File: src/fesp_pkg.sv
// Purpose: Shared constants for the flash erase status and program value block
// Assumes: 16-bit register port, byte addresses as printed
// Notes:   Offsets not printed are placed beside the printed ones
package fesp_pkg;
    localparam int          FESP_ADDR_W         = 24;
    localparam int          FESP_DATA_W         = 16;
    localparam int          FESP_BANKS          = 4;
    localparam int          FESP_SECT_PER_BANK  = 2;
    localparam int          FESP_SECTS          = FESP_BANKS * FESP_SECT_PER_BANK;

    localparam logic [23:0] FESP_OFS_STATUS_HIGH = 24'h0e0006;
    localparam logic [23:0] FESP_OFS_P0_LOW      = 24'h0e0008;
    localparam logic [23:0] FESP_OFS_P0_HIGH     = 24'h0e000a;
    localparam logic [23:0] FESP_OFS_P1_LOW      = 24'h0e000c;
    localparam logic [23:0] FESP_OFS_P1_HIGH     = 24'h0e000e;
    localparam logic [23:0] FESP_OFS_CONTROL     = 24'h0e0020;
    localparam logic [23:0] FESP_OFS_FAULT       = 24'h0e0022;
    localparam logic [23:0] FESP_OFS_IRQ_STATUS  = 24'h0e0024;
    localparam logic [23:0] FESP_OFS_IRQ_MASK    = 24'h0e0026;

    localparam logic [15:0] FESP_RST_STATUS_HIGH = 16'h0000;
    localparam logic [15:0] FESP_RST_P1_LOW      = 16'hffff;
    localparam logic [15:0] FESP_RST_OTHER_DATA  = 16'hffff;
    localparam logic [15:0] FESP_RST_ZERO        = 16'h0000;

    // Field positions
    localparam int          FESP_BIT_SECT_LO    = 0;
    localparam int          FESP_BIT_BANK_LO    = 8;
    localparam int          FESP_BIT_ARRAY_SEL  = 0;
    localparam int          FESP_BIT_LAUNCH     = 1;
    localparam int          FESP_BIT_PAUSED     = 2;
    localparam int          FESP_BIT_FAULT      = 0;
    localparam int          FESP_IRQ_W          = 3;
    localparam int          FESP_IRQ_DONE       = 0;
    localparam int          FESP_IRQ_FAULT      = 1;
    localparam int          FESP_IRQ_REFUSED    = 2;

    typedef enum logic [2:0] {
        FESP_MEAN_NONE    = 3'b001,
        FESP_MEAN_SUSPEND = 3'b010,
        FESP_MEAN_ERROR   = 3'b100
    } fesp_meaning_type;
endpackage : fesp_pkg

File: src/fesp_stat_if.sv
// Purpose: Carries status events and flags between top and tracker
// Assumes: Same clock on both sides
// Notes:   None
`timescale 1ns/1ps
interface fesp_stat_if;
    import fesp_pkg::*;
    logic                     mark;
    logic [1:0]               mark_bank;
    logic                     mark_sect;
    logic                     clear_all;
    logic [FESP_SECTS-1:0]    sect_flags;
    logic [FESP_BANKS-1:0]    bank_flags;

    modport top (output mark, output mark_bank, output mark_sect, output clear_all,
                 input sect_flags, input bank_flags);
    modport trk (input mark, input mark_bank, input mark_sect, input clear_all,
                 output sect_flags, output bank_flags);
endinterface : fesp_stat_if

File: src/fesp_status.sv
// Purpose: Sector and bank status flags kept during erase
// Assumes: Marks arrive only while an erase runs
// Notes:   A mark in the clearing cycle survives
`timescale 1ns/1ps
module fesp_status
    import fesp_pkg::*;
(
    input  wire logic  clk,
    input  wire logic  rst_n,
    fesp_stat_if.trk   st
);
    logic [FESP_SECTS-1:0] sect_ff;
    logic [FESP_SECTS-1:0] nxt_sect;
    logic [FESP_SECTS-1:0] hit;

    genvar g;
    generate
        for (g = 0; g < FESP_SECTS; g++) begin : g_sect
            assign hit[g] = st.mark && ({st.mark_bank, st.mark_sect} == 3'(g));
        end
        for (g = 0; g < FESP_BANKS; g++) begin : g_bank
            assign st.bank_flags[g] = |sect_ff[g*2 +: 2];
        end
    endgenerate

    // Set beats clear so a late mark is never lost
    assign nxt_sect = (st.clear_all ? '0 : sect_ff) | hit;

    always_ff @(posedge clk or negedge rst_n) begin
        if (!rst_n) begin
            sect_ff <= '0;
        end else begin
            sect_ff <= nxt_sect;
        end
    end

    assign st.sect_flags = sect_ff;
endmodule : fesp_status

File: src/fesp_top.sv
// Purpose: Erase status reporting and program value registers
// Assumes: Controller signals share clk; register port is 16 bits
// Notes:   Read data appear the cycle after the read strobe
`timescale 1ns/1ps
module fesp_top
    import fesp_pkg::*;
#(
    parameter int ADDR_W = FESP_ADDR_W
)(
    input  wire logic                   clk,
    input  wire logic                   rst_n,
    input  wire logic [ADDR_W-1:0]      reg_addr,
    input  wire logic [FESP_DATA_W-1:0] reg_wdata,
    input  wire logic                   reg_wr,
    input  wire logic                   reg_rd,
    output logic      [FESP_DATA_W-1:0] reg_rdata,
    input  wire logic                   erase_mark,
    input  wire logic [1:0]             erase_mark_bank,
    input  wire logic                   erase_mark_sector,
    input  wire logic                   erase_done,
    input  wire logic                   write_error,
    input  wire logic                   setup_error,
    input  wire logic                   paused_flag,
    output logic                        write_launch,
    output logic [63:0]                 program_value,
    output fesp_meaning_type            flag_meaning,
    output logic                        irq
);
    // Offsets are 24 bits wide; a narrower bus would alias registers
    if (ADDR_W < FESP_ADDR_W) begin : g_addr_w_check
        $error("fesp_top: ADDR_W must hold 24-bit offsets");
    end

    logic [15:0]           p0_low_ff;
    logic [15:0]           p0_high_ff;
    logic [15:0]           p1_low_ff;
    logic [15:0]           p1_high_ff;
    logic                  array_sel_ff;
    logic                  fault_ff;
    logic                  launch_ff;
    logic [FESP_IRQ_W-1:0] irq_stat_ff;
    logic [FESP_IRQ_W-1:0] irq_mask_ff;
    logic [15:0]           rdata_ff;
    logic                  irq_ff;
    fesp_meaning_type      meaning_ff;

    fesp_stat_if st ();

    fesp_status u_status (
        .clk   (clk),
        .rst_n (rst_n),
        .st    (st.trk)
    );

    // Address decode
    function automatic logic hit_at(input logic [ADDR_W-1:0] a, input logic [23:0] ofs);
        hit_at = (a == ADDR_W'(ofs));
    endfunction : hit_at

    wire sel_status   = hit_at(reg_addr, FESP_OFS_STATUS_HIGH);
    wire sel_p0_low   = hit_at(reg_addr, FESP_OFS_P0_LOW);
    wire sel_p0_high  = hit_at(reg_addr, FESP_OFS_P0_HIGH);
    wire sel_p1_low   = hit_at(reg_addr, FESP_OFS_P1_LOW);
    wire sel_p1_high  = hit_at(reg_addr, FESP_OFS_P1_HIGH);
    wire sel_control  = hit_at(reg_addr, FESP_OFS_CONTROL);
    wire sel_fault    = hit_at(reg_addr, FESP_OFS_FAULT);
    wire sel_irq_stat = hit_at(reg_addr, FESP_OFS_IRQ_STATUS);
    wire sel_irq_mask = hit_at(reg_addr, FESP_OFS_IRQ_MASK);

    wire wr_control   = reg_wr && sel_control;
    wire launch_req   = wr_control && reg_wdata[FESP_BIT_LAUNCH];
    // Start refused while faulted or suspended
    wire launch_ok    = launch_req && !fault_ff && !paused_flag;
    wire launch_bad   = launch_req && !launch_ok;
    wire fault_set    = write_error || setup_error;
    wire fault_clr    = reg_wr && sel_fault && reg_wdata[FESP_BIT_FAULT];
    wire clean_end    = erase_done && !fault_ff && !fault_set;

    assign st.mark      = erase_mark;
    assign st.mark_bank = erase_mark_bank;
    assign st.mark_sect = erase_mark_sector;
    assign st.clear_all = clean_end;

    // Status high view by array select
    wire [1:0] view_sect = array_sel_ff ? st.sect_flags[3:2] : st.sect_flags[7:6];
    wire [1:0] view_bank = array_sel_ff ? st.bank_flags[1:0] : st.bank_flags[3:2];
    wire [15:0] status_view = FESP_RST_STATUS_HIGH
                            | (16'(view_sect) << FESP_BIT_SECT_LO)
                            | (16'(view_bank) << FESP_BIT_BANK_LO);

    wire [15:0] control_view = 16'(array_sel_ff) << FESP_BIT_ARRAY_SEL
                             | 16'(paused_flag) << FESP_BIT_PAUSED;

    wire [15:0] rd_mux = sel_status   ? status_view :
                         sel_p0_low   ? p0_low_ff :
                         sel_p0_high  ? p0_high_ff :
                         sel_p1_low   ? p1_low_ff :
                         sel_p1_high  ? p1_high_ff :
                         sel_control  ? control_view :
                         sel_fault    ? 16'(fault_ff) :
                         sel_irq_stat ? 16'(irq_stat_ff) :
                         sel_irq_mask ? 16'(irq_mask_ff) :
                                        FESP_RST_ZERO;

    // Meaning of a set flag
    wire fesp_meaning_type nxt_meaning = fault_ff    ? FESP_MEAN_ERROR :
                                         paused_flag ? FESP_MEAN_SUSPEND :
                                                       FESP_MEAN_NONE;

    wire [FESP_IRQ_W-1:0] irq_evt = {launch_bad, fault_set, erase_done};
    wire [FESP_IRQ_W-1:0] irq_w1c = (reg_wr && sel_irq_stat) ? reg_wdata[FESP_IRQ_W-1:0] : '0;
    // Set wins over write-one-clear
    wire [FESP_IRQ_W-1:0] nxt_irq_stat = (irq_stat_ff & ~irq_w1c) | irq_evt;

    always_ff @(posedge clk or negedge rst_n) begin
        if (!rst_n) begin
            p0_low_ff  <= FESP_RST_OTHER_DATA;
            p0_high_ff <= FESP_RST_OTHER_DATA;
            p1_low_ff  <= FESP_RST_P1_LOW;
            p1_high_ff <= FESP_RST_OTHER_DATA;
        end else if (reg_wr) begin
            if (sel_p0_low) p0_low_ff <= reg_wdata;
            if (sel_p0_high) p0_high_ff <= reg_wdata;
            if (sel_p1_low) p1_low_ff <= reg_wdata;
            if (sel_p1_high) p1_high_ff <= reg_wdata;
        end
    end

    always_ff @(posedge clk or negedge rst_n) begin
        if (!rst_n) begin
            array_sel_ff <= 1'b0;
            launch_ff    <= 1'b0;
            fault_ff     <= 1'b0;
        end else begin
            if (wr_control) array_sel_ff <= reg_wdata[FESP_BIT_ARRAY_SEL];
            launch_ff <= launch_ok;
            // Hardware set beats software clear
            fault_ff  <= fault_set | (fault_ff & ~fault_clr);
        end
    end

    always_ff @(posedge clk or negedge rst_n) begin
        if (!rst_n) begin
            irq_stat_ff <= '0;
            irq_mask_ff <= '0;
            irq_ff      <= 1'b0;
            rdata_ff    <= FESP_RST_ZERO;
            meaning_ff  <= FESP_MEAN_NONE;
        end else begin
            irq_stat_ff <= nxt_irq_stat;
            if (reg_wr && sel_irq_mask) irq_mask_ff <= reg_wdata[FESP_IRQ_W-1:0];
            irq_ff      <= |(nxt_irq_stat & irq_mask_ff);
            rdata_ff    <= reg_rd ? rd_mux : FESP_RST_ZERO;
            meaning_ff  <= nxt_meaning;
        end
    end

    assign reg_rdata     = rdata_ff;
    assign write_launch  = launch_ff;
    // Flops only; pair 1 is the upper word
    assign program_value = {p1_high_ff, p1_low_ff, p0_high_ff, p0_low_ff};
    assign flag_meaning  = meaning_ff;
    assign irq           = irq_ff;
endmodule : fesp_top

File: config.mk
export PLATFORM = sky130hd
export DESIGN_NAME = fesp_top
export DESIGN_NICKNAME = d
export VERILOG_FILES = /design/src/fesp_pkg.sv /design/src/fesp_stat_if.sv /design/src/fesp_status.sv /design/src/fesp_top.sv
export SDC_FILE = /design/constraint.sdc
export NUM_CORES = 1
export LEC_CHECK = 0
export BUFFER_PORTS_ARGS = -buffer_cell sky130_fd_sc_hd__buf_2
export CORE_MARGIN = 2
export CORE_UTILIZATION = 48
export DETAILED_ROUTE_END_ITERATION = 8
export GPL_TIMING_DRIVEN = 0
export PLACE_DENSITY = 0.75
export SYNTH_ARGS = -nofsm -noshare
export SYNTH_HDL_FRONTEND = slang
export SYNTH_SLANG_ARGS = --single-unit
File: constraint.sdc
create_clock -name clk -period 1.68 [get_ports clk]
set_input_delay 0.336 -clock clk [delete_from_list [all_inputs] [get_ports clk]]
set_output_delay 0.336 -clock clk [all_outputs]
set_load 0.01 [all_outputs]
==> results.json, run 1 <==
{
  "reg2reg_slack_ps": 220,
  "clock-root-buffer": "clkbuf_8",
  "gp_congestion": 0.965,
  "p_per_area_mw_per_mm2": 664,
  "dp_slack_ps": -942,
  "ios": 137,
  "cp-start-kind": "primary input",
  "slowest_stage": "or4b_4",
  "core-area_sq_mm": 0.00933,
  "row_count": 35,
  "crit_fanout": 5,
  "clockBufferDepth": 2,
  "syn_area_sq_mm": 0.00464,
  "clk_pin_slew_ps": 100,
  "syn2layout_area_growth_pct": 37.4,
  "final_nets": 588,
  "p_leak_uw": 0.00313,
  "regToRegStartpoint": "array_sel_ff$_DFFE_PN0N_",
  "wire_per_inst_microns": 19.8,
  "clock_power_share_pct": 35.4,
  "die_area_sq_mm": 0.0105,
  "cts_max_level": 3,
  "track_usage_pct": 24.3,
  "cts_made_buffers": 9,
  "yosys_register_bits": 101,
  "fmax_ghz": 0.571,
  "rsz0062_at_grt": "true",
  "maxSlewViolCount": 0,
  "synthesis.nets": 410,
  "drcViolationCount": 0,
  "worstHoldStart": "paused_flag",
  "die_h_microns": 102,
  "fin_worst_skew_ps": 10.3,
  "grt_pass1_wl_microns": 18900,
  "drt-initial-drc-count": 327,
  "hold_viol": 0,
  "rr_endpoint": "reg_rdata[1]$_DFF_PN0_",
  "worst_slew_pin_slew_ps": 622,
  "period_needed_ps": 1750,
  "chipWidth_microns": 102,
  "fin_crit_sh_pct": 104,
  "yosysWarnings": 0,
  "grt_overflow_total": 0,
  "antenna_found_initial": 0,
  "hold_end": "flag_meaning[0]$_DFF_PN1_",
  "finalSetupViolCount": 30,
  "ir_drop_mv": 0.347,
  "slew_headroom_pct": 58.5,
  "numPortBuffers": 133,
  "antenna_cells": 0,
  "crit_chain": "buf_8 -> or4b_4 -> or4_4 -> a21o_1 -> a22oi_2 -> nand2_1",
  "grt_pass1_vias": 3656,
  "drive_gt1_share_pct": 67.1,
  "synth_cell_type_count": 54,
  "critical_path_arrival_ps": 2020,
  "violations": "setup timing",
  "avgSynthCellArea_sq_um": 13.0,
  "hp-class": "in -> reg",
  "postRouteAntennaNets": 0,
  "intPower_uw": 3170,
  "clock_latency_ps": 370,
  "final_util_pct": 68.3,
  "drv_cap": 0,
  "worstSetupPathType": "in -> reg",
  "vias": 3840,
  "routed_wl_microns": 13300,
  "outcome": "complete, but fails checks",
  "vias_per_cell": 5.73,
  "start_util_pct": 49.8,
  "dpl.hpwl_microns": 8920,
  "power_frac_comb_pct": 6.6,
  "sw_frac_of_total_pct": 25.1,
  "tritoncts": "done",
  "end_kind": "flip-flop",
  "worstRegToRegCells": 4,
  "seqPwrFrac_pct": 58.0,
  "grt_max_degree": 80,
  "setup_ws_ps": -69.9,
  "synthCells": 358,
  "finalPower_uw": 4230,
  "max_stage_delay_ps": 600,
  "critPathRequiredTime_ps": 1950,
  "seq_area_frac_synth_pct": 56.2,
  "hold_depth": 2,
  "drt_pass1_iterations": 7,
  "switching_power_uw": 1060,
  "cts_sinks": 101
}
[synthesized netlist by cell type (all sizes together)]
library cell	count	share of area, %
a21boi	1	0.16
nand4	1	0.13
a221o	3	0.65
nor4bb	1	0.22
nand3	9	1.2
nor3	8	0.97
o2bb2ai	1	0.19
nor2	25	2.1
and2	1	0.13
o31ai	3	0.49
and3	1	0.13
or4	2	0.40
o2111a	1	0.24
dfrtp	36	19
or2	2	0.27
nand3b	1	0.16
a211oi	1	0.16
or3	1	0.13
a222oi	13	2.8
nand2	28	2.4
nor3b	1	0.16
nand2b	6	0.86
nor4b	1	0.19
a21oi	7	0.75
mux2i	2	0.43
clkbuf	7	0.57
a21o	3	0.49
o21ai	11	1.2
mux2	69	18
or4b	1	0.22
inv	2	0.16
o221ai	1	0.19
nor4	10	2.7
buf	10	1.3
nand4b	1	0.19
o31a	1	0.19
a22o	13	2.5
dfstp	65	37
nor2b	3	0.40
and4b	1	0.22
a31oi	1	0.13
a22oi	3	0.49
[power by group through the flow]
stage          Clock [uW]  Sequential (uW)  Combinational, uW
6_report             1500             2460                279
5_1_grt              1630             2460                306
4_1_cts              1530             2460                256
3_5_place_dp            0             2500                241
3_3_place_gp            0             2500                223
2_1_floorplan           0             2490               70.3
[through the flow]
stage	instances	TNS, ps	hold WS, ps	cell area [sq um]
2_1_floorplan	358	-9390	40.4	4720
6_report	670	-958	173	6370
4_1_cts	654	-631	145	6040
5_1_grt	670	-3890	176	6370
3_3_place_gp	620	-80880	465	5550
3_5_place_dp	621	-49470	262	5580
[cell usage in the layout (no fill, tap or decap), drive strengths merged, types with 11 or more instances in the layout]
cell type	Yosys	routed
buf	10	175
mux2	69	69
dfstp	65	65
dfrtp	36	36
nand2	28	28
nor2	25	25
clkbuf	7	18
a22o	13	13
a222oi	13	13
o21ai	11	11
[area by class of cell]
class | instances | area [sq um]
Tap cell | 129 | 161
Timing Repair Buffer | 167 | 1080
Buffer | 17 | 191
Sequential cell | 101 | 2610
Clock buffer | 10 | 138
Clock inverter | 6 | 53.8
Inverter | 2 | 7.51
Fill cell | 680 | 2950
Multi-Input combinational cell | 238 | 2130
[state kept, by name, summed over array words and instances, names as in the netlist, 8 cells and up]
register,cells
p0_high_ff,16
p0_low_ff,16
p1_high_ff,16
p1_low_ff,16
reg_rdata,16
u_status.st.sect_flags,8
[how the worst max path moves through the flow]
stage / from / depth (start not counted) / slack, ps / to
after detailed placement: reg_addr[21] / 8 / -940 / fault_ff$_DFF_PN0_
final: reg_addr[6] / 6 / -70 / irq$_DFF_PN0_
after global placement: reg_addr[8] / 8 / -940 / fault_ff$_DFF_PN0_
after floorplan: reg_addr[22] / 7 / -260 / p0_low_ff[10]$_DFFE_PN1P_
after CTS: reg_addr[4] / 8 / -50 / p0_low_ff[5]$_DFFE_PN1P_
after global routing: reg_wr / 6 / -170 / irq$_DFF_PN0_
[what timing repair did]
| action | in CTS | in global routing |
|---|---|---|
| gates resized for setup | 30 | 56 |
| endpoints found under the hold margin | 21 | 0 |
| gates cloned | 1 | 2 |
| pin swaps | 8 | 17 |
| endpoints found under the setup margin | 72 | 76 |
| hold buffers | 1 | 0 |
| buffers inserted | 15 | 14 |
[metal layers]
layer,wire length (microns),vias up,global-route usage (%)
met2,6570,197,41.0
met4,267,0,8.62
met3,958,30,5.13
li1,-,1701,-
met1,5470,1912,31.1
met5,0,-,0
[cell families after synthesis]
kind of cell           Yosys count  share of synthesized area, %
multiplexers                    71                          18.0
AO/OA/AOI/OAI                   63                          10.6
flip-flops                     101                          56.2
AND/OR/NAND/NOR                104                          13.2
buffers and inverters           19                          2.02
[worst max-delay path, delay by kind of cell]
kind / cells / cell delay, ps
AO/OA/AOI/OAI: 2 / 370
AND/OR/NAND/NOR: 3 / 1200
buffers and inverters: 1 / 100
Note: power is estimated with default switching activity, not from simulation.
==> run 2, diff against run 1 <==
--- a/config.mk
+++ b/config.mk
@@ -10,7 +10,8 @@
 export CORE_UTILIZATION = 48
 export DETAILED_ROUTE_END_ITERATION = 8
 export GPL_TIMING_DRIVEN = 0
-export PLACE_DENSITY = 0.75
+export PLACE_DENSITY = 0.74
 export SYNTH_ARGS = -nofsm -noshare
 export SYNTH_HDL_FRONTEND = slang
+export SYNTH_HIERARCHICAL = 1
 export SYNTH_SLANG_ARGS = --single-unit
==> run 2 against run 1 <==
Net effect:
- the run still ends with setup timing left
- register-to-register slack worse by 260 ps
- critical path depth down 1
- clock skew up 8.8 ps
- clock power about the same
- fmax down 8.3%
- clock-buffer cell count up 3
- utilization up 5.0 points
- wire length up 21%
- non-clock buffer count up 33
- critical endpoint is now array_sel_ff$_DFFE_PN0N_
- largest cell class unchanged
==> results.json, run 2 <==
{
  "rsz0062_at_grt": "true",
  "finalSetupViolCount": 85,
  "drv_cap": 0,
  "clockBufferDepth": 2,
  "yosysWarnings": 6,
  "slew_headroom_pct": 51.7,
  "wire_per_inst_microns": 21.8,
  "synth_top_flop_cell": "dfstp_2",
  "clock-root-buffer": "clkbuf_8",
  "ios": 137,
  "worst_slew_pin_slew_ps": 725,
  "critPathRequiredTime_ps": 1940,
  "synth_cell_type_count": 57,
  "drcViolationCount": 0,
  "p_leak_uw": 0.00344,
  "postRouteAntennaNets": 0,
  "fin_worst_skew_ps": 19.1,
  "maxSlewViolCount": 0,
  "synth_enable_flop_cells": 0,
  "dp_slack_ps": -1060,
  "ir_drop_mv": 0.363,
  "intPower_uw": 3230,
  "yosys_register_bits": 101,
  "yosys.area.top_type": "dfstp_2",
  "grt.busiest_layer": "met2",
  "clock_power_share_pct": 35.3,
  "die_h_microns": 105,
  "hold_viol": 0,
  "drt-initial-drc-count": 352,
  "worstSetupPathType": "in -> reg",
  "row_count": 36,
  "grt_overflow_total": 0,
  "synth_top_area_share_pct": 35.1,
  "vias_per_cell": 5.91,
  "crit_fanout": 2,
  "sw_frac_of_total_pct": 25.5,
  "power_frac_comb_pct": 8.1,
  "finalPower_uw": 4330,
  "outcome": "complete, but fails checks",
  "clock_latency_ps": 390,
  "avgSynthCellArea_sq_um": 12.6,
  "chipWidth_microns": 105,
  "grt_util_met2_pct": 44.5,
  "syn_area_sq_mm": 0.00487,
  "final_cell_mix": "buf_2, dfstp_2, mux2_2",
  "synthCells": 387,
  "period_needed_ps": 1910,
  "cts_sinks": 101,
  "start_util_pct": 49.6,
  "fin_crit_sh_pct": 114,
  "yosysMostFrequentCell": "dfstp_2",
  "grt_pass1_wl_microns": 23300,
  "clk_pin_slew_ps": 90,
  "core-area_sq_mm": 0.00982,
  "final_nets": 646,
  "syn2layout_area_growth_pct": 48.0,
  "hp-class": "in -> reg",
  "grt_max_degree": 69,
  "tritoncts": "done",
  "synthesis.nets": 439,
  "use_met1_pct": 36.7,
  "cp-start-kind": "primary input",
  "synth_commonest_cells": "dfstp_2, mux2_2, dfrtp_1",
  "antenna_found_initial": 0,
  "fmax_ghz": 0.524,
  "drt_pass1_iterations": 5,
  "setup_ws_ps": -228,
  "antenna_cells": 0,
  "fill_cells": 641,
  "seq_area_frac_synth_pct": 53.6,
  "layout_commonest_cell": "buf_2",
  "die_area_sq_mm": 0.0110,
  "seqPwrFrac_pct": 56.6,
  "p_per_area_mw_per_mm2": 602,
  "grt_pass1_vias": 4322,
  "synth_area_leaders": "dfstp_2, dfrtp_1, mux2_2",
  "gp_congestion": 0.859,
  "end_kind": "flip-flop",
  "synthArstFlopShare_pct": 100,
  "vias": 4326,
  "routed_wl_microns": 16000,
  "switching_power_uw": 1110,
  "drive_gt1_share_pct": 72.0,
  "cts_max_level": 3,
  "dpl.hpwl_microns": 9620,
  "track_usage_pct": 27.4,
  "cts_made_buffers": 9,
  "critical_path_arrival_ps": 2170,
  "violations": "setup timing",
  "numPortBuffers": 133,
  "grt_util_met3_pct": 4.49
}
[run 2: kinds of logic after synthesis]
family,after synthesis,synth area share [%]
AND/OR/NAND/NOR,107,14.0
flip-flops,101,53.6
multiplexers,77,18.7
AO/OA/AOI/OAI,68,10.3
buffers and inverters,34,3.34
[run 2: final cells by class]
| cell class | instances | area, sq um | share of cell area, % |
|---|---|---|---|
| sequential | 101 | 2610 | 36.2 |
| multi-input combinational | 252 | 2530 | 35.1 |
| timing repair buffer | 198 | 1450 | 20.1 |
| buffer | 19 | 211 | 2.94 |
| tap | 133 | 166 | 2.31 |
| clock buffer | 13 | 159 | 2.21 |
| inverter | 13 | 48.8 | 0.677 |
| clock inverter | 3 | 26.3 | 0.365 |
[run 2: worst paths after layout]
kind / start / slack (ps) / endpoint / depth (start not counted)
setup / recovery: reg_addr[9] / -230 / array_sel_ff$_DFFE_PN0N_ / 5
hold / removal: paused_flag / 150 / flag_meaning[0]$_DFF_PN1_ / 2
setup reg to reg: p1_high_ff[1]$_DFFE_PN1P_ / -40 / reg_rdata[1]$_DFF_PN0_ / 5
hold reg to reg: irq_stat_ff[0]$_DFF_PN0_ / 510 / irq_stat_ff[0]$_DFF_PN0_ / 1
max in group asynchronous: rst_n / 510 / p0_high_ff[4]$_DFFE_PN1P_ / 3
min in group asynchronous: rst_n / 450 / reg_rdata[2]$_DFF_PN0_ / 2
[run 2: routing by layer]
| layer | vias to the layer above | wire length (microns) |
|---|---|---|
| met5 | - | 0 |
| met4 | 0 | 433 |
| met3 | 37 | 1040 |
| met2 | 227 | 7940 |
| met1 | 2190 | 6580 |
| li1 | 1872 | - |
[run 2: critical path, cell delays in order]
cell	delay, ps
buf_8	100
or4_4	550
or4_4	540
or3_4	340
mux2_4	300
[run 2: timing repair]
| item | CTS | global route |
|---|---|---|
| gates cloned | 4 | 1 |
| setup endpoints to repair | 87 | 86 |
| setup buffers | 42 | 16 |
| hold buffers | 1 | 0 |
| hold endpoints to repair | 22 | 0 |
| resized for setup | 104 | 55 |
| pin swaps | 23 | 13 |
[run 2: power by group through the flow]
stage / logic (uW) / registers [uW] / clock network (uW)
global placement: 258 / 2490 / 0
CTS: 327 / 2450 / 1520
finish: 350 / 2450 / 1530
detailed placement: 273 / 2490 / 0
global route: 376 / 2460 / 1630
floorplan: 95.1 / 2490 / 0
[run 2: per-stage QoR]
stage | instance area [sq um] | hold WS (ps) | util [%] | setup TNS [ps] | instances
after floorplan | 4910 | 40.4 | - | -23990 | 387
after global placement | 5740 | 479 | 58.5 | -105850 | 653
after detailed placement | 5770 | 314 | 58.8 | -70760 | 654
after CTS | 6840 | 143 | 69.6 | -4440 | 715
after global routing | 7200 | 154 | 73.4 | -13040 | 732
final | 7200 | 152 | 73.4 | -9680 | 732
